===== src/logic/quad_counter_pkg.sv =====
// Purpose: Shared constants and carrier types for the two-phase event counter.
// Assumes: One core clock; software access arrives as plain strobes.
// Notes: No registers sit on a public bus; control arrives on ports.
package quad_counter_pkg;
  localparam int COUNT_WIDTH = 16;
  localparam logic [15:0] COUNTER_RESET = 16'h0000;
  localparam logic [15:0] RELOAD_RESET = 16'h0000;
  localparam logic [15:0] COUNT_TOP = 16'hFFFF;
  localparam logic [15:0] COUNT_BOTTOM = 16'h0000;
  localparam logic [1:0] TIMER_A2 = 2'h2;
  localparam logic [1:0] TIMER_A3 = 2'h3;
  localparam logic [1:0] TIMER_A4 = 2'h0;

  typedef enum logic [1:0] {
    proc_normal_type_val = 2'h1,
    proc_times4_type_val = 2'h2
  } proc_mode_type;

  typedef struct packed {
    logic count_start;
    logic free_run;
    logic times4;
  } control_type;

  typedef struct packed {
    logic write_strobe;
    logic [15:0] write_data;
  } sw_write_type;
endpackage : quad_counter_pkg


===== src/logic/two_phase_event_counter.sv =====
// Purpose: 16-bit reloadable quadrature event counter for timer channels two to four.
// Assumes: Phase pins are synchronous to core_clk; edges spaced at least two cycles.
// Notes: Instantiated only for channels that support two-phase counting.
`timescale 1ns/100ps

module two_phase_event_counter #(
  parameter logic [1:0] CHANNEL = 2'h2
) (
  // Clock and reset
  input wire logic core_clk,
  input wire logic resetn,
  // Two-phase pins
  input wire logic timer_phase_in_pin,
  input wire logic timer_phase_out_pin,
  // Software control
  input wire quad_counter_pkg::control_type control,
  input wire quad_counter_pkg::sw_write_type sw_write,
  // Results
  output logic [15:0] count_value,
  output logic irq_request
);
  import quad_counter_pkg::*;

  // Channels other than two, three and four keep the counter parked.
  // A4 is coded as 0 because the channel field is only two bits wide.
  localparam bit CHANNEL_OK = (CHANNEL == TIMER_A2) || (CHANNEL == TIMER_A3) ||
                              (CHANNEL == TIMER_A4);

  logic in_prev;
  logic out_prev;
  logic [15:0] counter;
  logic [15:0] reload;
  logic running;

  wire in_rise = timer_phase_in_pin & ~in_prev;
  wire in_fall = ~timer_phase_in_pin & in_prev;
  wire out_rise = timer_phase_out_pin & ~out_prev;
  wire out_fall = ~timer_phase_out_pin & out_prev;

  // Normal: only input-pin edges while the output-pin phase is high.
  wire norm_up = timer_phase_out_pin & out_prev & in_rise;
  wire norm_down = timer_phase_out_pin & out_prev & in_fall;

  // Times four: the standard quadrature decode of the previous and current pair.
  // In rising while out high is up; in falling while out high is down.
  wire x4_up = (in_rise & timer_phase_out_pin) | (in_fall & ~timer_phase_out_pin) |
               (out_rise & ~timer_phase_in_pin) | (out_fall & timer_phase_in_pin);
  wire x4_down = (in_fall & timer_phase_out_pin) | (in_rise & ~timer_phase_out_pin) |
                 (out_rise & timer_phase_in_pin) | (out_fall & ~timer_phase_in_pin);

  wire step_up = CHANNEL_OK & running & (control.times4 ? x4_up : norm_up);
  wire step_down = CHANNEL_OK & running & (control.times4 ? x4_down : norm_down);
  wire at_top = (counter == COUNT_TOP);
  wire at_bottom = (counter == COUNT_BOTTOM);
  wire wrap_up = step_up & at_top;
  wire wrap_down = step_down & at_bottom;
  wire wrap = wrap_up | wrap_down;
  wire stopped_write = sw_write.write_strobe & ~running;

  // A write that lands in the reload cycle takes effect at once, so it is not lost.
  wire [15:0] reload_source = sw_write.write_strobe ? sw_write.write_data : reload;

  logic [15:0] next_counter;
  always_comb begin
    next_counter = counter;
    if (stopped_write) begin
      next_counter = sw_write.write_data;
    end else if (wrap && !control.free_run) begin
      next_counter = reload_source;
    end else if (step_up) begin
      next_counter = counter + 16'h0001;
    end else if (step_down) begin
      next_counter = counter - 16'h0001;
    end
  end

  always_ff @(posedge core_clk or negedge resetn) begin
    if (!resetn) begin
      in_prev <= 1'b0;
      out_prev <= 1'b0;
    end else begin
      in_prev <= timer_phase_in_pin;
      out_prev <= timer_phase_out_pin;
    end
  end

  always_ff @(posedge core_clk or negedge resetn) begin
    if (!resetn) begin
      running <= 1'b0;
    end else begin
      running <= control.count_start;
    end
  end

  always_ff @(posedge core_clk or negedge resetn) begin
    if (!resetn) begin
      reload <= RELOAD_RESET;
    end else if (sw_write.write_strobe) begin
      reload <= sw_write.write_data;
    end
  end

  always_ff @(posedge core_clk or negedge resetn) begin
    if (!resetn) begin
      counter <= COUNTER_RESET;
    end else begin
      counter <= next_counter;
    end
  end

  always_ff @(posedge core_clk or negedge resetn) begin
    if (!resetn) begin
      count_value <= COUNTER_RESET;
      irq_request <= 1'b0;
    end else begin
      count_value <= next_counter;
      irq_request <= wrap;
    end
  end

  // Assertions.
  reload_on_wrap_a: assert property (@(posedge core_clk) disable iff (!resetn)
    (wrap && !control.free_run && !sw_write.write_strobe && running) |=> (counter == $past(reload)))
    else $error("counter did not reload on wrap");
  free_run_up_a: assert property (@(posedge core_clk) disable iff (!resetn)
    (wrap_up && control.free_run && !sw_write.write_strobe) |=> (counter == 16'h0000))
    else $error("free-run up wrap did not reach zero");
  free_run_dn_a: assert property (@(posedge core_clk) disable iff (!resetn)
    (wrap_down && control.free_run && !sw_write.write_strobe) |=> (counter == 16'hFFFF))
    else $error("free-run down wrap did not reach top");
  irq_on_wrap_a: assert property (@(posedge core_clk) disable iff (!resetn)
    wrap |=> irq_request)
    else $error("interrupt request missing after wrap");
  irq_only_wrap_a: assert property (@(posedge core_clk) disable iff (!resetn)
    irq_request |-> $past(wrap))
    else $error("interrupt request without wrap");
  stopped_hold_a: assert property (@(posedge core_clk) disable iff (!resetn)
    (!running && !sw_write.write_strobe) |=> (counter == $past(counter)))
    else $error("counter moved while stopped");
  stopped_write_a: assert property (@(posedge core_clk) disable iff (!resetn)
    stopped_write |=> (counter == $past(sw_write.write_data) && reload == counter))
    else $error("stopped write did not load both");
  running_write_a: assert property (@(posedge core_clk) disable iff (!resetn)
    (sw_write.write_strobe && running && !step_up && !step_down) |=> (counter == $past(counter)))
    else $error("running write disturbed counter");
  norm_up_a: assert property (@(posedge core_clk) disable iff (!resetn)
    (running && !control.times4 && norm_up && !at_top && !sw_write.write_strobe)
      |=> (counter == $past(counter) + 16'h0001))
    else $error("normal mode did not count up");
  x4_down_a: assert property (@(posedge core_clk) disable iff (!resetn)
    (running && control.times4 && x4_down && !at_bottom && !sw_write.write_strobe)
      |=> (counter == $past(counter) - 16'h0001))
    else $error("times four did not count down");
  read_value_a: assert property (@(posedge core_clk) disable iff (!resetn)
    ##1 (count_value == counter))
    else $error("read value differs from counter");
  x4_up_a: assert property (@(posedge core_clk) disable iff (!resetn)
    (running && control.times4 && x4_up && !at_top && !sw_write.write_strobe)
      |=> (counter == $past(counter) + 16'h0001))
    else $error("times four did not count up");
  norm_down_a: assert property (@(posedge core_clk) disable iff (!resetn)
    (running && !control.times4 && norm_down && !at_bottom && !sw_write.write_strobe)
      |=> (counter == $past(counter) - 16'h0001))
    else $error("normal mode did not count down");
  no_event_hold_a: assert property (@(posedge core_clk) disable iff (!resetn)
    (!step_up && !step_down && !stopped_write) |=> (counter == $past(counter)))
    else $error("counter moved without an event");
  norm_quiet_a: assert property (@(posedge core_clk) disable iff (!resetn)
    (!control.times4 && !timer_phase_out_pin) |-> (!step_up && !step_down))
    else $error("normal mode counted with output phase low");
  start_run_a: assert property (@(posedge core_clk) disable iff (!resetn)
    control.count_start |=> running)
    else $error("start flag did not start counting");
  stop_halt_a: assert property (@(posedge core_clk) disable iff (!resetn)
    !control.count_start |=> !running)
    else $error("clear start flag did not halt counting");
  channel_park_a: assert property (@(posedge core_clk) disable iff (!resetn)
    !CHANNEL_OK |-> (!step_up && !step_down))
    else $error("unsupported channel counted");

  // Covers show the main paths were exercised; they do not check anything.
  stop_write_c: cover property (@(posedge core_clk) disable iff (!resetn) stopped_write);

  up_wrap_c: cover property (@(posedge core_clk) disable iff (!resetn) wrap_up);
  down_wrap_c: cover property (@(posedge core_clk) disable iff (!resetn) wrap_down);
  x4_up_c: cover property (@(posedge core_clk) disable iff (!resetn)
    (running && control.times4 && x4_up));
  run_write_c: cover property (@(posedge core_clk) disable iff (!resetn)
    (running && sw_write.write_strobe));
endmodule : two_phase_event_counter


===== config.mk =====
export PLATFORM = sky130hd
export DESIGN_NAME = two_phase_event_counter
export DESIGN_NICKNAME = d
export VERILOG_FILES = /design/src/logic/quad_counter_pkg.sv /design/src/logic/two_phase_event_counter.sv
export SDC_FILE = /design/constraint.sdc
export NUM_CORES = 1
export LEC_CHECK = 0
export BUFFER_PORTS_ARGS = -buffer_cell sky130_fd_sc_hd__buf_2
export CAP_MARGIN = 30
export CORE_MARGIN = 2
export CORE_UTILIZATION = 52
export CTS_CLUSTER_SIZE = 8
export DETAILED_ROUTE_END_ITERATION = 8
export PLACE_DENSITY_LB_ADDON = 0.15
export SLEW_MARGIN = 20
export SYNTH_ARGS = -nofsm -noshare
export SYNTH_HDL_FRONTEND = slang
export SYNTH_SLANG_ARGS = --single-unit

===== constraint.sdc =====
create_clock -name core_clk -period 3 [get_ports core_clk]
set_input_delay 0.45 -clock core_clk [delete_from_list [all_inputs] [get_ports core_clk]]
set_output_delay 0.45 -clock core_clk [all_outputs]
set_load 0.02 [all_outputs]

# After elaboration in Yosys (flattened, before gate mapping)
# Cells that the tools add are included.
# op_classes
n_addsub	2
bitwise	32
n_reduce_logical	4
eq_ne	1
n_mux	7
# op_table
op	count
16-bit 2-to-1 mux	5
1-bit AND	20
16-bit by 1-bit adder with 16-bit output, second input constant	1
16-bit == test, second input constant	1
16-bit logical NOT	1
16-bit by 1-bit subtractor with 16-bit output, second input constant	1
1-bit bitwise OR	7
1-bit inverter	5
4-bit nonzero test	1
1-bit 2-to-1 mux	2
1-bit logical AND	1
1-bit logical NOT	1
# word_totals
regBits	36
in_bits	24
out_inout_bits	17
wordCells	52

# Longest topological paths before layout
# depth
word_depth	13
mapped_depth	14
ltp_nobuf	12

# Least setup slack after synthesis
# No wires, ideal clock.
# synth_timing
path_kind	input -> register
startpoint	input timer_phase_out_pin
endpoint	register count_value[12]
path_stages	12
setup_ps	124
required_time_ps	2876
path_slack_ps	-73
arrival_ps	2949
n_path_buf	1
path_cell_list	buf_6 or3_1 nand3_1 inv_1 ha_1 nor2b_1 o2111ai_1 and3_1 or2_2 nor2_1 nor4_1 a211o_1
# synth_via
elab_chain_cells	12
elab_cells_between_ends	32
cone_classes	mux: 5; bitwise: 25; reduce/logical: 2
# synth_rtl
element	line	text
start, declared	two_phase_event_counter.sv:14	input wire logic timer_phase_out_pin,
1-bit inverter	two_phase_event_counter.sv:38, two_phase_event_counter.sv:46, two_phase_event_counter.sv:48	
1-bit AND, on equally long branches	two_phase_event_counter.sv:46, two_phase_event_counter.sv:48	
1-bit bitwise OR, on equally long branches (2 in series)	two_phase_event_counter.sv:46, two_phase_event_counter.sv:48	
1-bit bitwise OR, on equally long branches	two_phase_event_counter.sv:47, two_phase_event_counter.sv:49	
1-bit 2-to-1 mux, on equally long branches	two_phase_event_counter.sv:51, two_phase_event_counter.sv:52	
1-bit AND, on equally long branches	two_phase_event_counter.sv:51, two_phase_event_counter.sv:52	
1-bit AND, on equally long branches	two_phase_event_counter.sv:55, two_phase_event_counter.sv:56	
1-bit bitwise OR	two_phase_event_counter.sv:57	wire wrap = wrap_up | wrap_down;
1-bit logical AND	two_phase_event_counter.sv:68	end else if (wrap && !control.free_run) begin
16-bit 2-to-1 mux	two_phase_event_counter.sv:68	
16-bit 2-to-1 mux	two_phase_event_counter.sv:66	if (stopped_write) begin
end signal, assigned	two_phase_event_counter.sv:116	count_value <= next_counter;
end, declared	two_phase_event_counter.sv:19	output logic [15:0] count_value,
# Several ways; a longest one is shown, not always the timed one.
# A chain may end at the register's enable or synchronous reset.

# Worst setup path in the final report
# layout_timing
startpoint	register in_prev
endpoint	register count_value[15]
# layout_via
elab_chain_cells	13
elab_cells_between_ends	27
cone_classes	mux: 5; bitwise: 20; reduce/logical: 2
# layout_rtl
element	line	text
start, declared	two_phase_event_counter.sv:29	logic in_prev;
start signal, assigned	two_phase_event_counter.sv:82	in_prev <= timer_phase_in_pin;
1-bit inverter	two_phase_event_counter.sv:35	wire in_rise = timer_phase_in_pin & ~in_prev;
1-bit AND	two_phase_event_counter.sv:35	
1-bit AND, on equally long branches	two_phase_event_counter.sv:46, two_phase_event_counter.sv:48	
1-bit bitwise OR, on equally long branches (2 in series)	two_phase_event_counter.sv:46, two_phase_event_counter.sv:48	
1-bit bitwise OR, on equally long branches	two_phase_event_counter.sv:47, two_phase_event_counter.sv:49	
1-bit 2-to-1 mux, on equally long branches	two_phase_event_counter.sv:51, two_phase_event_counter.sv:52	
1-bit AND, on equally long branches	two_phase_event_counter.sv:51, two_phase_event_counter.sv:52	
1-bit AND, on equally long branches	two_phase_event_counter.sv:55, two_phase_event_counter.sv:56	
1-bit bitwise OR	two_phase_event_counter.sv:57	
1-bit logical AND	two_phase_event_counter.sv:68	
16-bit 2-to-1 mux	two_phase_event_counter.sv:68	
16-bit 2-to-1 mux	two_phase_event_counter.sv:66	
# Several ways; a longest one is shown, not always the timed one.

==> flow_summary.ini <==
[placement]
place.gp.congestion = 0.892
port_buffers = 40
pre_cts_slack_ps = -94.9
hpwl_um = 5010
place_area_um2 = 3080

[logic_synthesis]
ys_warn_count = 0
synth_seq_area_share = 0.344
synth-seq-cells = 36
ys_types = 60
synth-edff-count = 0
synth.avg_cell_area_um2 = 9.49
netlist_area_um2 = 2620
netlist_instances = 276
syn-num-nets = 316
ys.flop_type = dfrtp_1
synth-async-reset-ratio = 1.00

[setup_path]
r2r_setup_slack_ps = 90
cp_max_fo = 15
cp_slowest_cell = dfrtp_2
crit_path_end_kind = register
startpoint_type = register
slowest_delay_ps = 420
cp.required_ps = 3230
worstSetupPathType = reg2reg
ff2ff_path_depth = 12
path_cells = nor2_1 > or3_1 > nand3_2 > inv_6 > ha_1 > a2111oi_1 > o21ai_1 > nand3_1 > o31ai_1 > o221ai_1 > mux2_2 > nand2_1
cp.arrival_ps = 3140

[sta]
fin_crit_ps = 2910
worst_clock_skew_ps = 5.44
hold_viol_final = 0
finalSetupViolations = 0
slew_headroom = 0.457
clock.fmax_mhz = 344
period_share = 0.969
slew_viol_final = 0
tightest_slew_ps = 814
setup_ws_ps = 93.2

[route]
wl_met2_um = 3400
dr.pass1.iters = 4
wl_per_cell_um = 17.0
top_layer = met4
route.met3.wl_um = 334
drtAntennaViolNets = 0
drc = 0
drtIter0Drc = 134
dr_total_vias = 2450
via_per_inst = 5.92
wirelength_um = 7030
wl_met1_um = 3200

[global_routing]
grt_overflow = 0
grt_pass1_vias = 2307
grt_max_degree = 37
grtUsageTotal = 0.272
grt_pass1_wl_um = 11400
antenna_found_initial = 0

[die]
die_x_um = 75.0
initial_utilization = 0.547
row_count = 25
die_h_um = 75.0
coreArea_um2 = 4790
ios = 41
die-area_um2 = 5620

[layout]
design_area_um2 = 3230
area_growth_pct = 23.3
num_antenna_cells = 0
layout.nets = 387
drive_above_1_share = 0.366

[clocking]
cts_buffer_depth = 2
cts_tree = built
worstSkewPairLatency_ps = 290
root_buffer = clkbuf_8
cts_hold_buffers = 0
cts.sink_count = 36
numCtsBuffers = 5
htree_levels = 2
clkSlewWorstSetupHoldPaths_ps = 70

[power]
power_density_nw_per_um2 = 861
power_leakage_nw = 1.47
vdd_ir_drop_max_mv = 0.478

[worst_hold_path]
holdCritPathClass = in2async

[job]
drv_cap = 0

[outcome]
status = finished, final reports clean
cells in the mapped netlist, types with 2 or more instances:
master	number	area share
and3_1	2	0.0048
mux2_2	15	0.064
a22oi_1	3	0.0086
buf_6	2	0.0086
nand2_1	22	0.032
or2_2	2	0.0048
inv_1	7	0.010
a211o_1	3	0.010
o21bai_1	3	0.0086
mux2i_1	9	0.034
a21oi_2	3	0.010
nand3_1	8	0.015
o22ai_1	11	0.026
nor4_1	5	0.012
xnor2_1	5	0.017
a21o_1	2	0.0057
clkbuf_1	5	0.0072
dfrtp_1	36	0.34
buf_2	2	0.0038
nor2_1	11	0.016
nor3b_1	2	0.0057
ha_1	15	0.072
o21a_1	4	0.011
and2_1	2	0.0048
or4_1	2	0.0057
nor3_1	3	0.0057
o21ai_1	9	0.017
o211a_1	2	0.0076
nand2b_1	2	0.0048
o21ai_0	10	0.019
xor2_1	6	0.020
o21ai_2	2	0.0067
a211oi_1	4	0.011
a21oi_1	19	0.036
o31ai_1	2	0.0057
nand4_1	7	0.017
nor2b_1	6	0.014
flip-flops by register name, indices dropped and copies added (netlist names):
signal	cells
irq_request	1
out_prev	1
in_prev	1
reload	16
count_value	16
running	1
routing by layer:
layer	vias to the layer above	track usage
met3	9	0.0375
met1	1179	0.375
met2	65	0.449
met5	-	0
li1	1197	-
met4	0	0.0754
metrics by stage:
stage	setup TNS (ps)	utilization	cells	hold WS [ps]	power, W
CTS	0	0.663	411	258	0.00272
global route	-150	0.675	414	262	0.00299
global placement	-134	0.643	404	481	0.00235
finish	0	0.675	414	249	0.00278
floorplan	0	-	276	154	0.00184
detailed placement	-151	0.643	404	486	0.00237
cell type report:
class | instances | area [um^2]
clock buffer | 6 | 72.6
sequential | 36 | 902
timing repair buffer | 76 | 470
multi-input combinational | 221 | 1660
inverter | 7 | 31.3
fill | 420 | 1560
tap | 67 | 83.8
clock inverter | 1 | 5.00
report_power, final:
group | internal, W | switching, W
Clock | 0.000158 | 0.000173
Combinational | 0.000787 | 0.000906
Sequential | 0.000597 | 0.000158
cell families (layout without fill, tap and decap cells):
kind of cell    count (synthesis)  after routing  share of synthesized area
compound gates                 92             92                      0.247
simple gates                   78             78                      0.154
flops                          36             36                      0.344
mux                            24             24                     0.0989
buf+inv                        19             90                     0.0397
fa+ha+maj                      16             16                     0.0793
xor+xnor                       11             11                     0.0368
final timing paths:
kind,start,end
setup / recovery,in_prev,count_value[15]
hold / removal,resetn,running
setup reg to reg,in_prev,count_value[15]
hold reg to reg,reload[7],reload[7]
max in group asynchronous,resetn,in_prev
min in group core_clk,control[2],running
critical path, delay by kind of cell (launching register included):
family | cells | cell delay [ps]
AO/OA/AOI/OAI | 4 | 910
AND/OR/NAND/NOR | 5 | 760
flip-flops | 1 | 420
multiplexers | 1 | 360
adder cells (fa/ha/maj) | 1 | 300
buffers and inverters | 1 | 80
timing repair:
action	in CTS	in global routing
gates resized for setup	5	12
endpoints found under the hold margin	0	0
setup endpoints to repair	2	5
buffers inserted	0	3
pin swaps	0	4
layout by cell type, fill, tap and decap left out, types with 3 or more instances in the layout:
master / netlist / layout
a21oi_2: 3 / 3
xnor2_1: 5 / 5
ha_1: 15 / 14
o21ai_1: 9 / 11
nor3_1: 3 / 3
a211o_1: 3 / 3
a211oi_1: 4 / 3
mux2_2: 15 / 15
o21a_1: 4 / 4
buf_4: 1 / 36
nor2_1: 11 / 10
mux2i_1: 9 / 9
nand2_1: 22 / 21
nor4_1: 5 / 4
dfrtp_1: 36 / 35
nand4_1: 7 / 7
nor2b_1: 6 / 5
buf_2: 2 / 40
nand3_1: 8 / 7
o22ai_1: 11 / 11
a22oi_1: 3 / 3
o21ai_0: 10 / 8
clkbuf_8: 0 / 5
a21oi_1: 19 / 19
xor2_1: 6 / 6
inv_1: 7 / 6
(Power assumes the default switching activity.)
